===== src/rtl/flash_seq_pkg.sv =====
/*
 * Command codes, status bit positions and bus timing counts for the
 * flash command sequencer.
 * Assumes a byte-wide flash driven at 100 MHz by the host controller.
 */
package flash_seq_pkg;
	// Command codes written on the data bus
	localparam logic [7:0] CMD_WRITE_SETUP  = 8'h40;
	localparam logic [7:0] CMD_ERASE_SETUP  = 8'h20;
	localparam logic [7:0] CMD_LOCK_SETUP   = 8'h60;
	localparam logic [7:0] CMD_CONFIRM      = 8'hD0;
	localparam logic [7:0] CMD_BLOCK_LOCK   = 8'h01;
	localparam logic [7:0] CMD_MASTER_LOCK  = 8'hF1;
	localparam logic [7:0] CMD_READ_ARRAY   = 8'hFF;
	localparam logic [7:0] CMD_CLEAR_STATUS = 8'h50;
	// Status byte bit positions
	localparam int BIT_READY   = 7;
	localparam int BIT_ERASE   = 5;
	localparam int BIT_PROGRAM = 4;
	localparam int BIT_VOLTAGE = 3;
	localparam int BIT_PROTECT = 1;
	// Bus strobe timing
	localparam int CLK_PERIOD_NS = 10;
	localparam int STROBE_NS     = 60;
	localparam int STROBE_CYC    = (STROBE_NS + CLK_PERIOD_NS - 1)
		/ CLK_PERIOD_NS;
	localparam int GAP_NS        = 30;
	localparam int GAP_CYC       = (GAP_NS + CLK_PERIOD_NS - 1)
		/ CLK_PERIOD_NS;
	// Operation codes on the user port
	typedef enum logic [2:0] {
		OP_BYTE_WRITE   = 3'b000,
		OP_BLOCK_ERASE  = 3'b001,
		OP_BLOCK_LOCK   = 3'b010,
		OP_MASTER_LOCK  = 3'b011,
		OP_CLEAR_LOCKS  = 3'b100,
		OP_CLEAR_STATUS = 3'b101,
		OP_READ_ARRAY   = 3'b110,
		OP_READ         = 3'b111
	} op_t;
endpackage


===== src/rtl/flash_cmd_host.sv =====
/*
 * Host-side controller that runs write, erase and lock-bit command
 * sequences on a byte-wide flash, polls the status byte, performs the
 * full status check and returns the device to array read.
 * Assumes one synchronous clock; flash pins are timed by bus cycles.
 */
// Overview of operation
// - Byte write: setup 40H then data byte, same address.
// - After a command, poll status until ready bit reads one.
// - On any error, host clears status before retry; here a checked error sets need_clear_r and the user sends OP_CLEAR_STATUS.
// - Full status check per operation or after a series.
// - Writing FFH returns the device to array read.
// - Lock set: 60H then 01H block or F1H master.
// - Clear all block locks: 60H then D0H, any address.
// - Block erase: 20H then D0H within the block.
`timescale 1ns/1ns
`default_nettype none
module flash_cmd_host #(
	parameter int ADDR_W = 21
) (
	input  wire logic              clk,
	input  wire logic              reset_n,
	// User command port
	input  wire logic              cmd_valid,
	output logic                   cmd_ready,
	input  wire flash_seq_pkg::op_t cmd_op,
	input  wire logic [ADDR_W-1:0] cmd_addr,
	input  wire logic [7:0]        cmd_data,
	input  wire logic              cmd_check,
	output logic                   rsp_valid_r,
	output logic [7:0]             rsp_status_r,
	output logic [7:0]             rsp_rdata_r,
	output logic                   err_voltage_r,
	output logic                   err_protect_r,
	output logic                   err_sequence_r,
	output logic                   err_erase_r,
	output logic                   err_program_r,
	output logic                   need_clear_r,
	// Flash pins
	output logic [ADDR_W-1:0]      flash_addr_r,
	output logic [7:0]             flash_dq_out_r,
	output logic                   flash_dq_oe_r,
	input  wire logic [7:0]        flash_dq_in,
	output logic                   flash_ce_n_r,
	output logic                   flash_we_n_r,
	output logic                   flash_oe_n_r,
	input  wire logic              ready_busy_output
);
	// Address width the bus cycle and pins can carry
	if (ADDR_W < 1 || ADDR_W > 32) begin : bad_addr_w
		$error("flash_cmd_host: bad ADDR_W");
	end

	typedef enum logic [2:0] {
		S_IDLE    = 3'b000,
		S_SETUP   = 3'b001,
		S_CONFIRM = 3'b010,
		S_POLL    = 3'b011,
		S_SINGLE  = 3'b100,
		S_DONE    = 3'b101
	} state_t;

	state_t            state_r;
	flash_seq_pkg::op_t op_r;
	logic [ADDR_W-1:0] addr_r;
	logic [7:0]        data_r;
	logic              check_r;
	logic [7:0]        setup_code;
	logic [7:0]        confirm_code;
	logic [7:0]        single_code;
	logic              single_write;
	logic              bc_start;
	logic              bc_write;
	logic [7:0]        bc_wdata;
	logic              bc_busy;
	logic              bc_done;
	logic [7:0]        bc_rdata;
	logic              poll_ready;
	logic              bc_free;

	assign cmd_ready = (state_r == S_IDLE);

	// Codes for the latched operation
	always_comb begin
		setup_code   = flash_seq_pkg::CMD_LOCK_SETUP;
		confirm_code = flash_seq_pkg::CMD_CONFIRM;
		single_code  = flash_seq_pkg::CMD_READ_ARRAY;
		single_write = 1'b1;
		unique case (op_r)
			flash_seq_pkg::OP_BYTE_WRITE: begin
				setup_code   = flash_seq_pkg::CMD_WRITE_SETUP;
				confirm_code = data_r;
			end
			flash_seq_pkg::OP_BLOCK_ERASE: begin
				setup_code = flash_seq_pkg::CMD_ERASE_SETUP;
			end
			flash_seq_pkg::OP_BLOCK_LOCK: begin
				confirm_code = flash_seq_pkg::CMD_BLOCK_LOCK;
			end
			flash_seq_pkg::OP_MASTER_LOCK: begin
				confirm_code = flash_seq_pkg::CMD_MASTER_LOCK;
			end
			flash_seq_pkg::OP_CLEAR_LOCKS: begin
				confirm_code = flash_seq_pkg::CMD_CONFIRM;
			end
			flash_seq_pkg::OP_CLEAR_STATUS: begin
				single_code = flash_seq_pkg::CMD_CLEAR_STATUS;
			end
			flash_seq_pkg::OP_READ_ARRAY: begin
				single_code = flash_seq_pkg::CMD_READ_ARRAY;
			end
			flash_seq_pkg::OP_READ: begin
				single_write = 1'b0;
			end
		endcase
	end

	// Ready when both the pin and the status byte say so
	assign poll_ready = bc_rdata[flash_seq_pkg::BIT_READY]
		& ready_busy_output;

	// No start on the done edge: the state moves on there, so a start
	// would repeat the finished cycle
	assign bc_free = !bc_busy && !bc_done;

	// Bus cycle request for the current state
	always_comb begin
		bc_start = 1'b0;
		bc_write = 1'b1;
		bc_wdata = setup_code;
		unique case (state_r)
			S_SETUP: bc_start = bc_free;
			S_CONFIRM: begin
				bc_start = bc_free;
				bc_wdata = confirm_code;
			end
			S_POLL: begin
				bc_start = bc_free;
				bc_write = 1'b0;
			end
			S_SINGLE: begin
				bc_start = bc_free;
				bc_write = single_write;
				bc_wdata = single_code;
			end
			S_IDLE, S_DONE: bc_start = 1'b0;
			default: bc_start = 1'b0;
		endcase
	end

	// Sequence state machine
	always_ff @(posedge clk) begin
		if (!reset_n) begin
			state_r <= S_IDLE;
			op_r    <= flash_seq_pkg::OP_READ;
			addr_r  <= '0;
			data_r  <= 8'h00;
			check_r <= 1'b0;
		end else begin
			unique case (state_r)
				S_IDLE: if (cmd_valid) begin
					op_r    <= cmd_op;
					addr_r  <= cmd_addr;
					data_r  <= cmd_data;
					check_r <= cmd_check;
					if (cmd_op == flash_seq_pkg::OP_CLEAR_STATUS ||
					    cmd_op == flash_seq_pkg::OP_READ_ARRAY ||
					    cmd_op == flash_seq_pkg::OP_READ)
						state_r <= S_SINGLE;
					else
						state_r <= S_SETUP;
				end
				S_SETUP:   if (bc_done) state_r <= S_CONFIRM;
				S_CONFIRM: if (bc_done) state_r <= S_POLL;
				S_POLL:    if (bc_done && poll_ready)
					state_r <= S_DONE;
				S_SINGLE:  if (bc_done) state_r <= S_DONE;
				S_DONE:    state_r <= S_IDLE;
				default:   state_r <= S_IDLE;
			endcase
		end
	end

	// Response and full status check
	always_ff @(posedge clk) begin
		rsp_valid_r <= 1'b0;
		if (!reset_n) begin
			rsp_status_r   <= 8'h00;
			rsp_rdata_r    <= 8'h00;
			err_voltage_r  <= 1'b0;
			err_protect_r  <= 1'b0;
			err_sequence_r <= 1'b0;
			err_erase_r    <= 1'b0;
			err_program_r  <= 1'b0;
			need_clear_r   <= 1'b0;
		end else if (state_r == S_DONE) begin
			rsp_valid_r <= 1'b1;
			if (op_r == flash_seq_pkg::OP_READ)
				rsp_rdata_r <= bc_rdata;
			else if (op_r == flash_seq_pkg::OP_CLEAR_STATUS)
				need_clear_r <= 1'b0;
		end else if (state_r == S_POLL && bc_done && poll_ready) begin
			rsp_status_r <= bc_rdata;
			if (check_r) begin
				err_voltage_r <= bc_rdata[flash_seq_pkg::BIT_VOLTAGE];
				err_protect_r <= bc_rdata[flash_seq_pkg::BIT_PROTECT];
				err_sequence_r <= bc_rdata[flash_seq_pkg::BIT_ERASE]
					& bc_rdata[flash_seq_pkg::BIT_PROGRAM];
				err_erase_r <= bc_rdata[flash_seq_pkg::BIT_ERASE]
					& !bc_rdata[flash_seq_pkg::BIT_PROGRAM];
				err_program_r <= bc_rdata[flash_seq_pkg::BIT_PROGRAM]
					& !bc_rdata[flash_seq_pkg::BIT_ERASE];
				if (bc_rdata[flash_seq_pkg::BIT_VOLTAGE] |
				    bc_rdata[flash_seq_pkg::BIT_PROTECT] |
				    bc_rdata[flash_seq_pkg::BIT_ERASE] |
				    bc_rdata[flash_seq_pkg::BIT_PROGRAM])
					need_clear_r <= 1'b1;
			end
		end
	end

	// Address: lock clear uses any address, zero here
	flash_bus_cycle #(
		.ADDR_W (ADDR_W)
	) u_cycle (
		.clk            (clk),
		.reset_n        (reset_n),
		.start          (bc_start),
		.is_write       (bc_write),
		.addr           ((op_r == flash_seq_pkg::OP_CLEAR_LOCKS) ?
			'0 : addr_r),
		.wdata          (bc_wdata),
		.busy           (bc_busy),
		.done           (bc_done),
		.rdata_r        (bc_rdata),
		.flash_addr_r   (flash_addr_r),
		.flash_dq_out_r (flash_dq_out_r),
		.flash_dq_oe_r  (flash_dq_oe_r),
		.flash_dq_in    (flash_dq_in),
		.flash_ce_n_r   (flash_ce_n_r),
		.flash_we_n_r   (flash_we_n_r),
		.flash_oe_n_r   (flash_oe_n_r)
	);
endmodule
`default_nettype wire


===== src/rtl/flash_bus_cycle.sv =====
/*
 * One flash bus cycle: a write or a read strobe of fixed length,
 * followed by a recovery gap.
 * Assumes the flash data pins are joined outside from the enable.
 */
`timescale 1ns/1ns
`default_nettype none
module flash_bus_cycle #(
	parameter int ADDR_W = 21,
	parameter int STROBE = flash_seq_pkg::STROBE_CYC,
	parameter int GAP    = flash_seq_pkg::GAP_CYC
) (
	input  wire logic              clk,
	input  wire logic              reset_n,
	input  wire logic              start,
	input  wire logic              is_write,
	input  wire logic [ADDR_W-1:0] addr,
	input  wire logic [7:0]        wdata,
	output logic                   busy,
	output logic                   done,
	output logic [7:0]             rdata_r,
	output logic [ADDR_W-1:0]      flash_addr_r,
	output logic [7:0]             flash_dq_out_r,
	output logic                   flash_dq_oe_r,
	input  wire logic [7:0]        flash_dq_in,
	output logic                   flash_ce_n_r,
	output logic                   flash_we_n_r,
	output logic                   flash_oe_n_r
);
	// Counter is eight bits wide; both phases must fit in it
	if (STROBE < 1 || GAP < 1 || STROBE + GAP > 255) begin : bad_timing
		$error("flash_bus_cycle: bad timing");
	end

	logic [7:0] cnt_r;
	logic       strobe_r;
	logic       gap_r;

	assign busy = strobe_r | gap_r;

	// Strobe then gap sequencing
	always_ff @(posedge clk) begin
		done <= 1'b0;
		if (!reset_n) begin
			cnt_r    <= 8'h00;
			strobe_r <= 1'b0;
			gap_r    <= 1'b0;
		end else if (start && !busy) begin
			cnt_r    <= 8'(STROBE - 1);
			strobe_r <= 1'b1;
		end else if (cnt_r != 8'h00) begin
			cnt_r <= cnt_r - 8'h01;
		end else if (strobe_r) begin
			strobe_r <= 1'b0;
			gap_r    <= 1'b1;
			cnt_r    <= 8'(GAP - 1);
		end else if (gap_r) begin
			gap_r <= 1'b0;
			done  <= 1'b1;
		end
	end

	// Pin drive
	always_ff @(posedge clk) begin
		if (!reset_n) begin
			flash_addr_r   <= '0;
			flash_dq_out_r <= 8'h00;
			flash_dq_oe_r  <= 1'b0;
			flash_ce_n_r   <= 1'b1;
			flash_we_n_r   <= 1'b1;
			flash_oe_n_r   <= 1'b1;
		end else if (start && !busy) begin
			flash_addr_r   <= addr;
			flash_dq_out_r <= wdata;
			flash_dq_oe_r  <= is_write;
			flash_ce_n_r   <= 1'b0;
			flash_we_n_r   <= !is_write;
			flash_oe_n_r   <= is_write;
		end else if (strobe_r && cnt_r == 8'h00) begin
			flash_ce_n_r <= 1'b1;
			flash_we_n_r <= 1'b1;
			flash_oe_n_r <= 1'b1;
		end else if (!busy) begin
			flash_dq_oe_r <= 1'b0;
		end
	end

	// Read data captured at the end of the strobe
	always_ff @(posedge clk) begin
		if (!reset_n)
			rdata_r <= 8'h00;
		else if (strobe_r && cnt_r == 8'h00 && !flash_oe_n_r)
			rdata_r <= flash_dq_in;
	end
endmodule
`default_nettype wire


===== config.mk =====
export PLATFORM = sky130hd
export DESIGN_NAME = flash_cmd_host
export DESIGN_NICKNAME = d
export VERILOG_FILES = /design/src/rtl/flash_seq_pkg.sv /design/src/rtl/flash_cmd_host.sv /design/src/rtl/flash_bus_cycle.sv
export SDC_FILE = /design/constraint.sdc
export NUM_CORES = 1
export LEC_CHECK = 0
export ABC_AREA = 1
export BUFFER_PORTS_ARGS = -buffer_cell sky130_fd_sc_hd__buf_2
export CAP_MARGIN = 5
export CORE_MARGIN = 2
export CORE_UTILIZATION = 31
export CTS_CLUSTER_DIAMETER = 50
export CTS_CLUSTER_SIZE = 8
export DETAILED_ROUTE_END_ITERATION = 6
export SETUP_SLACK_MARGIN = 0.5
export SYNTH_ARGS = -nofsm -noshare
export SYNTH_HDL_FRONTEND = slang
export SYNTH_HIERARCHICAL = 1
export SYNTH_SLANG_ARGS = --single-unit

===== constraint.sdc =====
create_clock -name clk -period 4.9 [get_ports clk]
set_clock_uncertainty 0.1 [all_clocks]
set_input_delay 0.735 -clock clk [delete_from_list [all_inputs] [get_ports clk]]
set_output_delay 0.735 -clock clk [all_outputs]
set_load 0.005 [all_outputs]

==> metrics, run 1 <==
status finished, final reports clean; first-pass GRT wire length 18800 um; fin worst setup slack around 2.3 ns; max_cap viols 0; Die W around 120 um; post-CTS setup buffers 0; hold slack between 0.3 and 0.4 ns; largest net degree at the start of global routing 54; Core ar. ~0.014 mm^2; H-tree Lvls 3; worst flop-to-flop path endpoint u_cycle/flash_we_n_r; Hold Path End data_r[3]; pre-CTS setup slack between 2 and 2.5 ns; Worst EP required roughly 5 ns; die area ~0.016 mm^2; clock power share 0.223; Initial Util 0.315; Avg Cell Area, Syn between 7 and 8 um^2; leakage about 2.6 nW; post_cts resized 0; Crit path max-delay family simple AND/OR/NAND/NOR gates; CTS tree done; CP Buf/Inv Count 3; commonest cells after routing, fill and taps aside 152 x nor2_1, 111 x dfxtp_1, 101 x buf_2, 84 x nand2_1, 82 x o21ai_0; Tot GR Track Use 0.145; hpwl dp 7580 um; CTS buffer count 9; Worst-Margin Slew approximately 0.69 ns; # IOs about 100; Fmax achieved 388 MHz; standard-cell rows 44; antenna violations before repair 0; final design utilization 0.377; most frequent cell on the critical path nand2_1; # hold bufs at CTS 0; final setup vio count 0; area grow syn2layout 20.0%; vias in the first global route ~3900; combinational power share 0.378; Post-Syn Area around 0.0045 mm^2; crit-path cells inv_2 > nand2_1 > inv_2 > nor4_1 > nand2_2 > inv_2 > nand2_1 > nand2_1 > nand2_1; clk sink count 111; Die H around 120 um; internal power between 0.002 and 0.0025 W; Residual DRC 0; Detailed Route WL between 10000 and 15000 um; Diodes inserted 0; sequential power share 0.400; Worst Hold Launch data_r[3]; via count between 4000 and 5000; clk buf depth 2; DRT Pass-1 Iters 4; final period utilization 0.526; routed len/inst around 12 um; Starting DRT DRC Count between 200 and 250; worst reg2reg path depth 9; slowest stage cell, crit path inv_2; Switching Fraction 0.388; post-route cell area about 0.0054 mm^2; Final Hold Fails 0; Final Max Slew Viols 0; share of cells above drive strength 1 0.190; Synth Register Bits ~110; crit start category flip-flop; area post-placement between 0.005 and 0.006 mm^2; Clock Latency Late Sink 0.35 ns; Worst IR Drop VDD 0.000202 V; Placer Congestion ~0.86; Seq/Total Area, Yosys 0.492; unrepaired setup endpoints after global routing false; setup TNS 0 ns; synth warn 6; r2r setup slk 2.32 ns; Crit. End Element flip-flop; count of cell types in the netlist 28; final net count 760; Clk pin slew, worst setup/hold paths 0.08 ns; Worst Path Max Fanout 35; post-route ant nets 0; Psw approximately 0.0013 W; FILL cells 1550; commonest non-fill, non-tap cell in the layout nor2_1; class of the most critical setup path reg -> reg; Hold Path Depth 2; Max-slew headroom 0.542; root buffer selected by CTS clkbuf_16; r2r startpoint state_r[2]; Hold Path Class reg -> reg; Syn Nets 672; Via density approximately 4.5; grt ovf 0; PortBufs between 100 and 150; min Tclk post-route approximately 2.6 ns; Slowest Stage Delay on Critical Path about 0.61 ns; WP data arrival approximately 2.7 ns; power per cell area 614 mW/mm^2; Post-Syn Instances roughly 630
cells by family after synthesis:
group | after synthesis | synth area share
AO/OA/AOI/OAI | 131 | 0.147
XOR/XNOR | 3 | 0.00582
adder cells (fa/ha/maj) | 2 | 0.00554
buffers and inverters | 95 | 0.0914
flip-flops | 111 | 0.492
AND/OR/NAND/NOR | 283 | 0.259
power by group through the flow:
stage          sequential (W)  clock [W]  combinational, W
2_1_floorplan         0.00134          0          0.000920
3_3_place_gp          0.00135          0           0.00126
3_5_place_dp          0.00135          0           0.00127
4_1_cts               0.00133   0.000766           0.00128
5_1_grt               0.00137   0.000803           0.00148
6_report              0.00133   0.000741           0.00126
final cells by class:
class / instances / area (um^2) / share of cell area
clock buffer: 11 / 243 / 0.0448
clock inverter: 4 / 53.8 / 0.00992
inverter: 68 / 255 / 0.0471
multi-input combinational: 419 / 1890 / 0.348
sequential: 111 / 2220 / 0.410
tap: 184 / 230 / 0.0425
timing repair buffer: 104 / 528 / 0.0974
through the flow:
stage | power [W] | instances
after floorplan | 0.00226 | 625
after global placement | 0.00261 | 886
after detailed placement | 0.00262 | 886
after CTS | 0.00337 | 901
after global routing | 0.00365 | 901
final | 0.00333 | 901
synth_stat cells:
| library cell | instances | area, um^2 |
|---|---|---|
| o21ai_0 | 82 | 410 |
| nor2_1 | 152 | 571 |
| buf_6 | 4 | 45.0 |
| a21oi_1 | 45 | 225 |
| a21boi_0 | 1 | 7.51 |
| inv_1 | 65 | 244 |
| nor2_2 | 4 | 25.0 |
| dfxtp_1 | 111 | 2220 |
| clkbuf_1 | 13 | 48.8 |
| nand3_4 | 1 | 17.5 |
| nand3_1 | 24 | 120 |
| nand4_1 | 4 | 25.0 |
| clkbuf_8 | 1 | 13.8 |
| buf_4 | 2 | 15.0 |
| clkbuf_2 | 1 | 5.00 |
| nor3_1 | 3 | 15.0 |
| nor4_1 | 1 | 6.26 |
| ha_1 | 2 | 25.0 |
| nor2_4 | 2 | 22.5 |
| nand2_2 | 6 | 37.5 |
| buf_2 | 6 | 30.0 |
| xor2_1 | 3 | 26.3 |
| o211ai_1 | 2 | 15.0 |
| or2_2 | 1 | 6.26 |
| o22ai_1 | 1 | 6.26 |
| inv_2 | 3 | 11.3 |
| nand2_1 | 84 | 315 |
| nand3b_1 | 1 | 7.51 |
registers in the layout, indices dropped and copies added (netlist names), 3 cells and up:
signal / flops
u_cycle/flash_addr_r: 21
addr_r: 21
rsp_status_r: 8
data_r: 8
u_cycle/rdata_r: 8
rsp_rdata_r: 8
u_cycle/flash_dq_out_r: 8
u_cycle/cnt_r: 8
op_r: 3
state_r: 3
how the worst max path moves through the flow:
| stage | start | endpoint | slack [ns] | cells past startpoint |
|---|---|---|---|---|
| 3_3_place_gp | u_cycle/strobe_r | u_cycle/flash_we_n_r | 2.35 | 8 |
| 6_report | state_r[2] | u_cycle/flash_we_n_r | 2.32 | 9 |
| 4_1_cts | state_r[2] | u_cycle/flash_we_n_r | 2.33 | 9 |
| 5_1_grt | state_r[2] | u_cycle/flash_we_n_r | 2.08 | 9 |
| 3_5_place_dp | state_r[1] | u_cycle/flash_we_n_r | 2.34 | 9 |
| 2_1_floorplan | state_r[1] | u_cycle/flash_we_n_r | 3.28 | 10 |
tightest hold or removal path: stages (launching register included):
cell and delay (ns):
dfxtp_1 0.30, inv_1 0.05, a21oi_1 0.05
routing by layer:
layer	up-vias	GRT usage	wire, um
li1	2148	-	-
met1	1799	0.188	5170
met2	99	0.234	4850
met3	11	0.0498	831
met4	0	0.0357	112
met5	-	0	0
Note: power is estimated with default switching activity, not from simulation.
==> run 2, diff against run 1 <==
--- a/config.mk
+++ b/config.mk
@@ -5,7 +5,7 @@
 export SDC_FILE = /design/constraint.sdc
 export NUM_CORES = 1
 export LEC_CHECK = 0
-export ABC_AREA = 1
+export ABC_AREA = 0
 export BUFFER_PORTS_ARGS = -buffer_cell sky130_fd_sc_hd__buf_2
 export CAP_MARGIN = 5
 export CORE_MARGIN = 2
==> constraint.sdc (replaced) <==
create_clock -name clk -period 2.2 [get_ports clk]
set_clock_uncertainty 0.1 [all_clocks]
set_input_delay 0.33 -clock clk [delete_from_list [all_inputs] [get_ports clk]]
set_output_delay 0.33 -clock clk [all_outputs]
set_load 0.005 [all_outputs]
==> metrics, run 2 <==
Worst setup startpoint u_cycle/gap_r; max_cap viols 0 (unchanged); power per cell area 929 mW/mm^2 (+51%); r2r setup slk 0.28 ns (-2.04 ns); unrepaired setup endpoints after global routing true; Placer Congestion 0.789 (-8.1%); Clk pin slew, worst setup/hold paths 0.07 ns (about the same); DRT Pass-1 Iters 4 (unchanged); FILL cells 1473 (-5.0%); crit start category flip-flop; final setup vio count 0 (unchanged); Starting DRT DRC Count 232 (+13%); Hold Path Class in -> reg; antenna violations before repair 0 (unchanged); Worst EP required 2.39 ns (-2.62 ns); Core ar. 0.0146 mm^2 (+1.9%); EDFF count, synth 0 (unchanged); Post-Syn Area 0.00470 mm^2 (+3.9%); Crit. End Element flip-flop; Diodes inserted 0 (unchanged); Yosys top cell area share 0.473 (-0.0186); class of the most critical setup path reg -> reg; die area 0.0162 mm^2 (+3.8%); routed len/inst 15.0 um (+23%); # IOs 102 (unchanged); Worst Path Max Fanout 7 (-80%); root buffer selected by CTS clkbuf_16; commonest non-fill, non-tap cell in the layout nand2_1; biggest regs addr_r: 21 flops, u_cycle/flash_addr_r: 21 flops; Die H 127 um (+1.9%); Avg Cell Area, Syn 8.11 um^2 (+12%); min Tclk post-route 1.92 ns (-0.657 ns); Via density 4.95 (+9.9%); area grow syn2layout 28.1%; hold slack 0.104 ns (-0.247 ns); r2r startpoint u_cycle/gap_r; via count 4282 (+5.5%); Residual DRC 0 (unchanged); synth warn 6 (unchanged); share of cells above drive strength 1 0.283 (+0.0937); Worst-Margin Slew 0.442 ns (-0.244 ns); Syn Nets 626 (-6.8%); leakage 2.45 nW (-4.8%); Seq/Total Area, Yosys 0.473 (-0.0186); final net count 723 (-4.9%); setup TNS 0 ns (unchanged); H-tree Lvls 3 (unchanged); PortBufs 101 (unchanged); asr flop ratio synth 0 (unchanged); worst reg2reg path depth 6 (-3); Met3 Wirelength 559 um (-33%); first-pass GRT wire length 20900 um (+11%); status finished, final reports clean; worst flop-to-flop path endpoint u_cycle/flash_oe_n_r; Clock Latency Late Sink 0.35 ns (about the same); Max-slew headroom 0.705 (+0.163); Design Power 0.00559 W (+68%); CTS buffer count 9 (unchanged); standard-cell rows 44 (unchanged); synth cell count leaders 154 x nand2_1, 111 x dfxtp_1, 90 x a21oi_1, 26 x clkbuf_1, 26 x o21ai_0; Initial Util 0.321 (+0.00622); Tot GR Track Use 0.160 (+0.0146); wl on met1 5830 um (+13%); grt ovf 0 (unchanged); hpwl dp 8800 um (+16%); Area contributors post-synth dfxtp_1 47%, nand2_1 12%, a21oi_1 9.6%; clk sink count 111 (unchanged); vias in the first global route 4255 (+8.8%); Final Hold Fails 0 (unchanged); Hold Path End op_r[2]; Detailed Route WL 13000 um (+18%); commonest cells after routing, fill and taps aside 141 x nand2_1, 108 x dfxtp_1, 101 x buf_2, 88 x a21oi_1, 25 x o21ai_0; clk buf depth 2 (unchanged); final period utilization 0.873 (+0.347); top routing layer used met4; Worst IR Drop VDD 0.000483 V (+140%); Hold Path Depth 3 (+1); Worst Hold Launch cmd_op[2]; DR WL met2 6450 um (+33%); Post-Syn Instances 579 (-7.4%); Synth Register Bits 111 (unchanged); # hold bufs at CTS 0 (unchanged); Final Max Slew Viols 0 (unchanged); CTS tree done; count leader, synth nand2_1; Die W 127 um (+1.9%); Yosys top cell by area dfxtp_1; post-route ant nets 0 (unchanged); largest net degree at the start of global routing 36 (-33%); Post-synth top flop dfxtp_1; WP data arrival 2.12 ns (-0.57 ns); Fmax achieved 521 MHz (+34%); count of cell types in the netlist 56 (+100%)
[run 2: changes by cell type after synthesis, moves of 17 or more]
cell     before  now
o21ai_0      82   26
a21oi_1      45   90
inv_1        65    5
mux2i_1       0   17
nand2_1      84  154
nor2b_1       0   24
nor2_1      152   11
[run 2: worst max path at each step]
| stage | endpoint | cells after the start |
|---|---|---|
| floorplan | u_cycle/flash_ce_n_r | 8 |
| CTS | u_cycle/flash_addr_r[0] | 6 |
| global route | u_cycle/flash_addr_r[0] | 6 |
| detailed placement | u_cycle/flash_oe_n_r | 5 |
| finish | u_cycle/flash_oe_n_r | 6 |
| global placement | u_cycle/flash_ce_n_r | 6 |
[run 2: cell type report]
cell class              instances  area [um^2]  share of cell area
flip-flops and latches        111         2230               0.370
clock inverters                 6         75.1              0.0125
clock buffers                  10          229              0.0380
inverters                       7         26.3             0.00437
well taps                     184          230              0.0383
repair buffers                129          807               0.134
multi-input cells             418         2420               0.402
[run 2: repair_timing]
action                                  in CTS  in global routing
endpoints found under the setup margin      88                 87
resized for setup                           30                 24
setup buffers                                4                  5
endpoints found under the hold margin        0                  0
gates cloned                                 3                  1
pin swaps                                   22                  5
[run 2: cell families (layout without fill, tap and decap cells)]
kind of cell / Yosys count / count (layout) / share of synthesized area
AND/OR/NAND/NOR: 254 / 256 / 0.263
AO/OA/AOI/OAI: 143 / 143 / 0.167
flip-flops: 111 / 111 / 0.473
buffers and inverters: 52 / 152 / 0.0549
multiplexers: 17 / 17 / 0.0362
adder cells (fa/ha/maj): 2 / 2 / 0.00533
[run 2: stage by stage]
step / area, um^2 / std cells / util / setup slack [ns]
CTS: 5880 / 859 / 0.402 / 0.290
detailed placement: 5380 / 836 / 0.367 / 0.135
global placement: 5380 / 836 / 0.367 / 0.183
global route: 6020 / 865 / 0.411 / 0.236
finish: 6020 / 865 / 0.411 / 0.279
floorplan: 4780 / 579 / - / 0.237
[run 2: report_power, final]
group / switching, W / internal (W)
Sequential: 0.000181 / 0.00219
Combinational: 0.000804 / 0.000740
Clock: 0.000778 / 0.000905
Total: 0.00176 / 0.00383
[run 2: worst max-delay path, stage by stage, from the launching register on]
cell and delay, ns:
dfxtp_4 0.35, or2_4 0.26, nor4b_4 0.24, or3b_4 0.52, buf_6 0.18, nand2_8 0.08
o32a_1 0.14
[run 2: routing by layer]
| metal | global-route usage | up-vias |
|---|---|---|
| li1 | - | 2190 |
| met1 | 0.191 | 2014 |
| met2 | 0.286 | 69 |
| met3 | 0.0406 | 9 |
| met4 | 0.0446 | 0 |
| met5 | 0 | - |
